--- config.mk ---
export PLATFORM = sky130hd
export DESIGN_NAME = hop_enc_control
export DESIGN_NICKNAME = d
export VERILOG_FILES = /design/src/logic/hop_enc_pkg.sv /design/src/logic/hop_enc_control.sv
export VERILOG_INCLUDE_DIRS = /design/src /design/src/logic
export SDC_FILE = /design/constraint.sdc
export NUM_CORES = 1
export LEC_CHECK = 0
export BUFFER_PORTS_ARGS = -buffer_cell sky130_fd_sc_hd__buf_2
export CORE_UTILIZATION = 51
export DETAILED_ROUTE_END_ITERATION = 6
export PLACE_DENSITY = 0.77
export SLEW_MARGIN = 20
export SYNTH_ARGS = -nofsm -noshare
export SYNTH_HDL_FRONTEND = slang
export SYNTH_SLANG_ARGS = --single-unit
--- constraint.sdc ---
create_clock -name CLOCK -period 6.85 [get_ports CLOCK]
set_input_delay 1.37 -clock CLOCK [delete_from_list [all_inputs] [get_ports CLOCK]]
set_output_delay 1.37 -clock CLOCK [all_outputs]
set_load 0.05 [all_outputs]
--- src/logic/hop_enc_consts.svh ---
// Constants for the hopping encoder control and parameter store.
// Assumes inclusion by bare name from the design module.
`ifndef HOP_ENC_CONSTS_SVH
`define HOP_ENC_CONSTS_SVH
`define WORD_COUNT          12
`define ADDR_KEY0           4'h0
`define ADDR_KEY1           4'h1
`define ADDR_KEY2           4'h2
`define ADDR_KEY3           4'h3
`define ADDR_COUNTER        4'h4
`define ADDR_SPARE_A        4'h5
`define ADDR_UNIT_LO        4'h6
`define ADDR_UNIT_HI        4'h7
`define ADDR_LEARN_LO       4'h8
`define ADDR_LEARN_HI       4'h9
`define ADDR_SPARE_B        4'ha
`define ADDR_OPTION         4'hb
`define DISC_MSB            9
`define SENT_UNIT_HI_MSB    11
`define OPT_FIRST_WRAP      10
`define OPT_SECOND_WRAP     11
`define OPT_TRIP_SEL        12
`define OPT_RATE_LO         13
`define OPT_RATE_HI         14
`define UNIT_SHUTOFF_BIT    15
`define CLK_PERIOD_NS       10
`define NS_PER_MS           1000000
`define NS_PER_S            1000000000
`define DEBOUNCE_MS         10
`define SHUTOFF_S           25
`define ALL_BUTTONS         4'hf
`define NO_BUTTONS          4'h0
`define COUNT_ALL_ONES      16'hffff
`endif

--- src/logic/hop_enc_pkg.sv ---
// Types shared by the hopping encoder control logic.
// Assumes hop_enc_consts.svh is on the include path.
package hop_enc_pkg;
   typedef enum logic [2:0] {
      ST_IDLE     = 3'b000,
      ST_DEBOUNCE = 3'b001,
      ST_UPDATE   = 3'b010,
      ST_CIPHER   = 3'b011,
      ST_SEND     = 3'b100,
      ST_TIMEOUT  = 3'b101
   } enc_state_t;
endpackage

--- src/logic/hop_enc_control.sv ---
// Control and parameter store of a code-hopping keyless-entry encoder.
// Assumes: buttons are asynchronous pins; the cipher is an outside block with a
// start/done handshake; a serialiser drains 66-bit code words through a ready signal.
// Notes on behaviour
// - Button press wakes, debounces 10 ms, samples
// - Hopping part encrypts counter, discrimination, buttons
// - Added button aborts word, restarts with set
// - Released buttons ignored until none remain
// - Store is twelve sixteen-bit words
// - Fixed word map for key, counter, serial
// - Counter increments and is stored each hopping transmission, not for the seed
// - Only low 28 serial bits transmitted
// - All buttons send stored seed instead
// - Serial bit 31 enables auto-shutoff
// - Shutoff after 25 s pressing; stop sending
// - Option bits 0..9 hold discrimination
// - Option bits 10..14 flags, trip, rate
// - First wrap clears flag one, second clears two
// - Cleared wrap flags set again only by programming the option word
// - Fixed part: status, buttons, 28-bit serial
// - Encrypted input: buttons, 2 wrap flags, 10 discrimination, counter
// - Store writable, read back externally only as the verify of the word just written
`timescale 1ns/1ps
`include "hop_enc_consts.svh"
module hop_enc_control
   import hop_enc_pkg::*;
#(
   parameter int     DEBOUNCE_CYC = (`DEBOUNCE_MS * `NS_PER_MS) / `CLK_PERIOD_NS,
   parameter longint SHUTOFF_CYC  = (longint'(`SHUTOFF_S) * `NS_PER_S) / `CLK_PERIOD_NS
) (
   // Clock and reset
   input  wire logic          CLOCK,
   input  wire logic          SYS_RST,
   // Button pins
   input  wire logic          BUTTON_IN_0,
   input  wire logic          BUTTON_IN_1,
   input  wire logic          BUTTON_IN_2,
   input  wire logic          BUTTON_IN_3,
   // Programming write port
   input  wire logic          PROG_WE,
   input  wire logic [3:0]    PROG_ADDR,
   input  wire logic [15:0]   PROG_DATA,
   input  wire logic          VERIFY_RE,
   output logic      [15:0]   VERIFY_DATA,
   // Cipher engine
   output logic               CIPHER_START,
   output logic      [31:0]   CIPHER_PLAIN,
   output logic      [63:0]   CIPHER_SECRET,
   input  wire logic          CIPHER_DONE,
   input  wire logic [31:0]   CIPHER_RESULT,
   // Code word stream to serialiser
   output logic               WORD_VALID,
   output logic      [65:0]   WORD_DATA,
   input  wire logic          WORD_READY,
   output logic               WORD_ABORT,
   // Status
   input  wire logic          BATTERY_LOW,
   output logic               AWAKE,
   output logic               TIMED_OUT,
   output logic               BATTERY_TRIP_SELECT,
   output logic      [1:0]    RATE_SELECT
);
   initial begin
      if (DEBOUNCE_CYC < 2 || SHUTOFF_CYC < 1 || SHUTOFF_CYC > 64'hffffffff) begin
         $error("Timing counts out of range");
      end
   end

   // Parameter store; no external read path except the verify after a write
   logic [15:0] store_q [`WORD_COUNT];
   logic [15:0] verify_q;
   logic        verify_ok_q;

   function automatic logic addr_ok(input logic [3:0] a);
      addr_ok = (a < 4'(`WORD_COUNT));
   endfunction

   // Synchronised buttons
   logic [3:0] btn_s1_q, btn_s2_q;
   wire  [3:0] btn = btn_s2_q;
   always_ff @(posedge CLOCK) begin
      if (SYS_RST) begin
         btn_s1_q <= 4'h0;
         btn_s2_q <= 4'h0;
      end else begin
         btn_s1_q <= {BUTTON_IN_3, BUTTON_IN_2, BUTTON_IN_1, BUTTON_IN_0};
         btn_s2_q <= btn_s1_q;
      end
   end

   enc_state_t   state_q;
   logic [3:0]   sampled_q;
   logic [31:0]  timer_q;
   logic [31:0]  press_q;
   logic         start_q;
   logic         repeat_q;

   wire [15:0] option   = store_q[`ADDR_OPTION];
   wire [15:0] unit_hi  = store_q[`ADDR_UNIT_HI];
   wire        shutoff_en = unit_hi[`UNIT_SHUTOFF_BIT];
   wire        added    = |(btn & ~sampled_q);
   wire        cnt_wrap = (store_q[`ADDR_COUNTER] == `COUNT_ALL_ONES);

   // Two-entry output buffer
   logic [65:0] buf_q [2];
   logic [1:0]  buf_cnt_q;
   logic        buf_rd_q, buf_wr_q;
   wire         buf_ready = (buf_cnt_q != 2'd2);
   wire         push = (state_q == ST_SEND) && !start_q && buf_ready && !added;
   wire         pop  = WORD_VALID && WORD_READY;
   logic [65:0] word_d;

   always_comb begin
      if (sampled_q == `ALL_BUTTONS) begin
         word_d = {2'b00, 32'h0, store_q[`ADDR_LEARN_HI], store_q[`ADDR_LEARN_LO]};
      end else begin
         word_d = {repeat_q, BATTERY_LOW, sampled_q, unit_hi[`SENT_UNIT_HI_MSB:0],
                   store_q[`ADDR_UNIT_LO], CIPHER_RESULT};
      end
   end

   // Control sequence
   always_ff @(posedge CLOCK) begin
      if (SYS_RST) begin
         state_q   <= ST_IDLE;
         sampled_q <= 4'h0;
         timer_q   <= 32'h0;
         start_q   <= 1'b0;
         repeat_q  <= 1'b0;
      end else begin
         start_q <= 1'b0;
         case (state_q)
            ST_IDLE: begin
               repeat_q <= 1'b0;
               if (btn != `NO_BUTTONS) begin
                  timer_q <= 32'h0;
                  state_q <= ST_DEBOUNCE;
               end
            end
            ST_DEBOUNCE: begin
               timer_q <= timer_q + 32'h1;
               if (timer_q == 32'(DEBOUNCE_CYC - 1)) begin
                  sampled_q <= btn;
                  state_q   <= (btn == `NO_BUTTONS) ? ST_IDLE : ST_UPDATE;
               end
            end
            ST_UPDATE: begin
               state_q <= (sampled_q == `ALL_BUTTONS) ? ST_SEND : ST_CIPHER;
            end
            ST_CIPHER: begin
               if (added) begin
                  sampled_q <= sampled_q | btn;
                  repeat_q  <= 1'b0;
                  state_q   <= ST_UPDATE;
               // A done in the start cycle belongs to an abandoned word
               end else if (CIPHER_DONE && !start_q) begin
                  state_q <= ST_SEND;
               end
            end
            ST_SEND: begin
               if (added) begin
                  sampled_q <= sampled_q | btn;
                  repeat_q  <= 1'b0;
                  state_q   <= ST_UPDATE;
               end else if (push) begin
                  if (btn == `NO_BUTTONS) begin
                     state_q <= ST_IDLE;
                  end else if (shutoff_en && press_q >= 32'(SHUTOFF_CYC - 1)) begin
                     state_q <= ST_TIMEOUT;
                  end else begin
                     repeat_q <= 1'b1;
                     state_q  <= ST_UPDATE;
                  end
               end
            end
            ST_TIMEOUT: begin
               if (btn == `NO_BUTTONS) begin
                  state_q <= ST_IDLE;
               end
            end
            default: state_q <= ST_IDLE;
         endcase
         if (state_q == ST_UPDATE && sampled_q != `ALL_BUTTONS) begin
            start_q <= 1'b1;
         end
      end
   end

   // Continuous press time for auto-shutoff
   always_ff @(posedge CLOCK) begin
      if (SYS_RST || state_q == ST_IDLE) begin
         press_q <= 32'h0;
      end else if (press_q != 32'hffffffff) begin
         press_q <= press_q + 32'h1;
      end
   end

   // Store writes; the counter update wins over programming in the same cycle
   always_ff @(posedge CLOCK) begin
      if (SYS_RST) begin
         verify_q    <= 16'h0;
         verify_ok_q <= 1'b0;
      end else begin
         verify_ok_q <= 1'b0;
         if (state_q == ST_UPDATE && sampled_q != `ALL_BUTTONS) begin
            store_q[`ADDR_COUNTER] <= store_q[`ADDR_COUNTER] + 16'h1;
            if (cnt_wrap) begin
               if (option[`OPT_FIRST_WRAP]) begin
                  store_q[`ADDR_OPTION][`OPT_FIRST_WRAP] <= 1'b0;
               end else begin
                  store_q[`ADDR_OPTION][`OPT_SECOND_WRAP] <= 1'b0;
               end
            end
         end else if (PROG_WE && addr_ok(PROG_ADDR) && state_q == ST_IDLE) begin
            store_q[PROG_ADDR] <= PROG_DATA;
            verify_q    <= PROG_DATA;
            verify_ok_q <= 1'b1;
         end
      end
   end

   // Verify only returns the word just written
   always_ff @(posedge CLOCK) begin
      if (SYS_RST) begin
         VERIFY_DATA <= 16'h0;
      end else begin
         VERIFY_DATA <= (VERIFY_RE && verify_ok_q) ? verify_q : 16'h0;
      end
   end

   // Buffer
   always_ff @(posedge CLOCK) begin
      if (SYS_RST || WORD_ABORT) begin
         buf_cnt_q <= 2'd0;
         buf_rd_q  <= 1'b0;
         buf_wr_q  <= 1'b0;
      end else begin
         if (push) begin
            buf_q[buf_wr_q] <= word_d;
            buf_wr_q        <= !buf_wr_q;
         end
         if (pop) begin
            buf_rd_q <= !buf_rd_q;
         end
         buf_cnt_q <= buf_cnt_q + 2'(push) - 2'(pop);
      end
   end

   assign WORD_VALID    = (buf_cnt_q != 2'd0);
   assign WORD_DATA     = buf_q[buf_rd_q];
   assign WORD_ABORT    = (state_q == ST_SEND || state_q == ST_CIPHER) && added;
   assign CIPHER_START  = start_q;
   assign CIPHER_PLAIN  = {sampled_q, option[`OPT_SECOND_WRAP:`OPT_FIRST_WRAP], option[`DISC_MSB:0],
                           store_q[`ADDR_COUNTER]};
   assign CIPHER_SECRET = {store_q[`ADDR_KEY3], store_q[`ADDR_KEY2], store_q[`ADDR_KEY1], store_q[`ADDR_KEY0]};
   assign AWAKE         = (state_q != ST_IDLE);
   assign TIMED_OUT     = (state_q == ST_TIMEOUT);
   assign BATTERY_TRIP_SELECT = option[`OPT_TRIP_SEL];
   assign RATE_SELECT   = {option[`OPT_RATE_HI], option[`OPT_RATE_LO]};

   a_counter_step: assert property (@(posedge CLOCK) disable iff (SYS_RST)
      (state_q == ST_UPDATE && sampled_q != `ALL_BUTTONS && !PROG_WE)
      |=> store_q[`ADDR_COUNTER] == $past(store_q[`ADDR_COUNTER]) + 16'h1)
      else $error("Counter did not advance");
   a_flag_sticky: assert property (@(posedge CLOCK) disable iff (SYS_RST)
      (!option[`OPT_FIRST_WRAP] && state_q != ST_IDLE) |=> !option[`OPT_FIRST_WRAP])
      else $error("Wrap flag set again");
   a_abort_restart: assert property (@(posedge CLOCK) disable iff (SYS_RST)
      WORD_ABORT |=> state_q == ST_UPDATE && WORD_VALID == 1'b0)
      else $error("Abort did not restart");
   a_seed_word: assert property (@(posedge CLOCK) disable iff (SYS_RST)
      (push && sampled_q == `ALL_BUTTONS) |-> word_d == {2'b00, 32'h0, store_q[`ADDR_LEARN_HI],
      store_q[`ADDR_LEARN_LO]})
      else $error("Seed not sent");
   a_no_start_seed: assert property (@(posedge CLOCK) disable iff (SYS_RST)
      CIPHER_START |-> sampled_q != `ALL_BUTTONS && state_q == ST_CIPHER)
      else $error("Cipher start misplaced");
   a_timeout_quiet: assert property (@(posedge CLOCK) disable iff (SYS_RST)
      state_q == ST_TIMEOUT |=> !CIPHER_START && (state_q == ST_TIMEOUT || state_q == ST_IDLE))
      else $error("Sending in time-out");
   a_debounce_wait: assert property (@(posedge CLOCK) disable iff (SYS_RST)
      (state_q == ST_IDLE && btn != `NO_BUTTONS) |=> state_q == ST_DEBOUNCE [*2])
      else $error("Debounce skipped");
   a_serial_trim: assert property (@(posedge CLOCK) disable iff (SYS_RST)
      (push && sampled_q != `ALL_BUTTONS) |-> word_d[59:32] == {unit_hi[11:0], store_q[`ADDR_UNIT_LO]})
      else $error("Serial field wrong");
   a_flag_two_sticky: assert property (@(posedge CLOCK) disable iff (SYS_RST)
      (!option[`OPT_SECOND_WRAP] && state_q != ST_IDLE) |=> !option[`OPT_SECOND_WRAP])
      else $error("Second wrap flag set again");
   a_wrap_clear: assert property (@(posedge CLOCK) disable iff (SYS_RST)
      (state_q == ST_UPDATE && sampled_q != `ALL_BUTTONS && cnt_wrap && option[`OPT_FIRST_WRAP])
      |=> !option[`OPT_FIRST_WRAP] && option[`OPT_SECOND_WRAP] == $past(option[`OPT_SECOND_WRAP]))
      else $error("First wrap did not clear flag one");
   a_verify_idle: assert property (@(posedge CLOCK) disable iff (SYS_RST)
      !verify_ok_q |=> VERIFY_DATA == 16'h0)
      else $error("Store read back outside verify");
   a_word_hold: assert property (@(posedge CLOCK) disable iff (SYS_RST)
      (WORD_VALID && !WORD_READY && !WORD_ABORT) |=> WORD_VALID && $stable(WORD_DATA))
      else $error("Offered word changed before taken");
   a_restart_fresh: assert property (@(posedge CLOCK) disable iff (SYS_RST)
      WORD_ABORT |=> !repeat_q)
      else $error("Restart kept repeat flag");
endmodule

Word level (Yosys, flattened, before mapping)
Memory sizes are Yosys's and may differ from the RTL's. A register that Yosys moved wholly into a read port is not among the register bits.
Index checks and enable logic that the tools add are counted.
Widths: inputs -> output; s select.
{"block": "classes", "mux": 49, "n_addsub": 5, "bitwise_logic": 5, "eq_ne": 20, "n_lt_le_gt_ge": 2, "n_reduce_logical": 35}
{"op": "$mux 66", "count": 1}
{"op": "$add 32x1->32 const B", "count": 2}
{"op": "$pmux 32 s2", "count": 1}
{"op": "$eq 32x20->1 const B", "count": 1}
{"op": "$ge 32x32->1 const B", "count": 1}
{"op": "$mux 32", "count": 1}
{"op": "$ne 32x32->1 const B", "count": 1}
{"op": "$mux 3", "count": 10}
{"op": "$mux 1", "count": 28}
{"op": "$pmux 3 s6", "count": 1}
{"op": "$add 16x1->16 const B", "count": 1}
{"op": "$eq 16x16->1 const B", "count": 1}
{"op": "$mux 16", "count": 1}
{"op": "$reduce_or 16->1", "count": 1}
{"op": "$mux 4", "count": 3}
{"op": "$ne 3x3->1 const B", "count": 4}
{"op": "$logic_and 1x1->1", "count": 11}
{"op": "$reduce_and 5->1", "count": 2}
{"op": "$ne 2x2->1 const B", "count": 4}
{"op": "$pmux 4 s2", "count": 1}
{"op": "$eq 3x2->1 const B", "count": 2}
{"op": "$eq 3x3->1 const B", "count": 2}
{"op": "$reduce_bool 2->1", "count": 3}
{"op": "$reduce_bool 3->1", "count": 2}
{"op": "22 further kinds", "count": 31}
{"block": "word_totals", "reg_bits": 118, "n_memories": 2, "ramBits": 324}
{"name": "store_q", "words": 12, "word_bits": 16, "rd": 10, "rd_clocked_by_memory_dff": 0, "write_ports": 2, "line_no": "hop_enc_control.sv:70", "text": "logic [15:0] store_q [`WORD_COUNT];"}
{"name": "buf_q", "words": 2, "word_bits": 66, "rd": 1, "rd_clocked_by_memory_dff": 1, "write_ports": 1, "line_no": "hop_enc_control.sv:105", "text": "logic [65:0] buf_q [2];"}

Logic depth before layout (Yosys ltp)
{"block": "logic_depth", "ltp_word": 9, "mapped_depth": 9, "ltp_nobuf": 9}

Worst setup path after synthesis
OpenSTA, ideal clock, no wires.
{"block": "synth_path", "path_kind": "input to register", "startpoint": "in SYS_RST", "endpoint": "mem buf_q[1][0], enable pin", "arrival_time_ns": 6.649, "n_path_buf": 2, "path_slack_ns": -0.384, "cell_stages": 3, "setup_ns": 0.585, "cell_sequence": "clkbuf_1 -> clkbuf_1 -> nor3b_1"}
{"block": "synth_between", "elab_chain_cells": 3}
{"element": "start, declared", "line_no": "hop_enc_control.sv:33", "text": "input wire logic SYS_RST,"}
{"element": "$logic_or 1x1->1", "line_no": "hop_enc_control.sv:233", "text": "if (SYS_RST || WORD_ABORT) begin"}
{"element": "$mux 1", "line_no": "hop_enc_control.sv:233"}
{"element": "$mux 1 (not written as such)", "line_no": "hop_enc_control.sv:239", "text": "buf_q[buf_wr_q] <= word_d;"}
{"element": "end, declared", "line_no": "hop_enc_control.sv:105"}
No other way between the ends.

==> results.cfg <==
[grt]
antenna_found_initial = 3
grt_usage_pct = 24.2
grt_pass1_vias = 10300
grt_pass1_wl_um = 58000
grt_max_degree = 70
grt_overflow = 0

[sta]
finalHoldViolCount = 0
fin_tns_setup_ps = 0
finalCritPeriodShare_pct = 57.0
finalMaxSlewViolations = 0
setup_viol = 0
clock_skew_ps = 16.8
fmax_ghz = 0.256
fin_crit_ps = 3910
setup_slack_ps = 2940
tightestPinTransition_ps = 1120
rsz0062_at_grt = false
relSlewSlack_pct = 24.5

[floorplan]
core_um2 = 30700
start_util_pct = 52.0
fp.dieW_um = 179
dieArea_um2 = 32000
row_count = 64
die_h_um = 179
ios = 249

[detailed_routing]
vias_per_cell = 5.67
wl_per_cell_um = 20.4
first_pass_iters = 5
detail-route-antenna-nets = 0
drt_iter0_drc = 1055
num_vias = 10900
wl_um = 39000
drc = 0

[setup_path]
arrival_ps = 4060
r2r_slack_ps = 3330
crit_start = PROG_WE
cp_slowest_stage_delay_ps = 800
path_buf_inv = 2
start_kind = primary input
endpoint_kind = flop
cp_max_fo = 32
worst_ep_required_time_ps = 7000
cpLargestDelayFamily = simple AND/OR/NAND/NOR gates
critPathSlowestCell = nor2_1
crit_cells = 7
reg2reg_from = state_q[2]
crit_chain = buf_2, or4b_4, a21oi_4, nand2_2, inv_2, nand3_2, nor2_1
rr_worst_depth = 6
criticalPathCategory = primary input to flop
worstReg2RegEnd = store_q[7][6]

[pwr]
p_comb_share_pct = 13.6
seq_power_share_pct = 48.7
clock_power_share_pct = 37.7
internal_power_mw = 4.14
swShare_pct = 26.9
vdd_drop_max_mv = 0.175
p_per_area_nw_per_um2 = 300
switchingPower_mw = 1.52
cellLeakagePower_nw = 6.87

[cells_and_area]
layout.nets = 1553
mostFrequentLayoutCells = 286 x edfxtp_1, 248 x buf_2, 188 x nand2_1
area_growth_syn_to_layout_pct = 18.5
layout-drive-gt1-share_pct = 27.5
layout_commonest_cell = edfxtp_1

[synthesis]
synth_nets = 1299
syn_area_per_cell_um2 = 12.9
async_flop_share_pct = 0
yosys.cell_types.count = 71
yosys_warnings = 0
synth_edf_count = 286
syn_area_um2 = 15900
netlist_instances = 1231
yosysSeqAreaShare_pct = 69.1
synthFlopType = edfxtp_1
postSynthRegisterBits = 407

[placement]
io_buffers = 248
dp_hpwl_um = 25600
pre_cts_ws_ps = 2360
finalWeightedCongestion = 0.882

[clock_tree]
cts_tree = done
numCtsBuffers = 39
h-tree-depth = 2
cts_sinks = 407
root_buffer = clkbuf_16
cts-resized-gates = 0
clock_latency_ps = 540
clk_path_buf_depth = 3
cts_setup_buffers = 0
clk_pin_slew_worst_paths_ps = 60
ctsHoldBuffers = 0

[hold_path]
hold_path_depth = 1
min_to = btn[3]
hp-start = btn_s1_q[3]
hp-class = flop to flop

[run_status]
status = completed

[job]
maxCapViolCount = 0
## kinds of logic after synthesis
kind of cell             Yosys count  synth area share (%)
AO/OA/AOI/OAI                    116                  4.71
AND/OR/NAND/NOR                  516                  16.3
flip-flops                       407                  69.1
buffers and inverters             66                  1.66
multiplexers                      75                  5.32
XOR/XNOR                          46                  2.53
adder cells (fa/ha/maj)            5                 0.393
## cell type report
type                    instances  area, um^2
flip-flops and latches        407       11000
clock inverters                21         236
repair buffers                261        1340
clock buffers                  50        1030
multi-input cells             758        4710
diodes                          2        5.00
inverters                      18        67.6
well taps                     396         495
fillers                      2314       11800
## per-stage QoR
stage                     cell area (um^2)  power, mW  hold slack [ps]  utilization (%)  std cells
after floorplan                      15900       3.36              414                -       1231
after global placement               17600       3.55              425             57.4       1840
after detailed placement             17600       3.57              425             57.4       1840
after CTS                            18900       5.68              438             61.5       1911
after global routing                 18900       5.84              450             61.6       1912
final                                18900       5.66              434             61.6       1913
## how the worst max path moves through the flow
stage                                end  slack (ps)
after detailed placement  store_q[6][11]        2360
after CTS                  store_q[6][7]        2870
after global routing      store_q[7][11]        2760
after floorplan              buf_q[1][0]        1950
final                      store_q[7][6]        2940
after global placement     store_q[4][2]        2440
## synthesized netlist by cell type, drive strengths merged (13+ instances only)
master  count  area [um^2]
buf        13         65.1
a21oi      45          236
nor2b      13         81.3
nand2     190          716
o21ai      27          135
and2       57          357
mux2       72          818
edfxtp    286         8590
nor3       20          128
and3       15         93.8
clkbuf     35          131
nand4      24          150
inv        18         67.6
nand3      48          255
xor2       35          307
nor2       94          365
dfxtp     121         2420
## per-layer routing
layer / up-vias / wire, um / track usage [%]
li1: 4954 / - / -
met1: 5266 / 15700 / 32.8
met2: 537 / 18300 / 38.3
met3: 97 / 3390 / 4.88
met4: 2 / 1570 / 9.82
met5: - / 13 / 0
## power by group through the flow
stage	registers, mW	logic (mW)	clock network (mW)
3_5_place_dp	2.81	0.764	0
5_1_grt	2.76	0.819	2.26
2_1_floorplan	2.83	0.529	0
6_report	2.75	0.771	2.13
4_1_cts	2.75	0.773	2.16
3_3_place_gp	2.80	0.750	0
## flip-flops by register name, indices dropped and copies added, names as in the netlist, named ones only
name,count
CIPHER_START,1
VERIFY_DATA,16
btn,4
btn_s1_q,4
buf_cnt_q,2
buf_q,132
buf_rd_q,1
buf_wr_q,1
press_q,32
repeat_q,1
sampled_q,4
state_q,3
store_q,156
timer_q,32
verify_ok_q,1
verify_q,16
(Power assumes the default switching activity.)
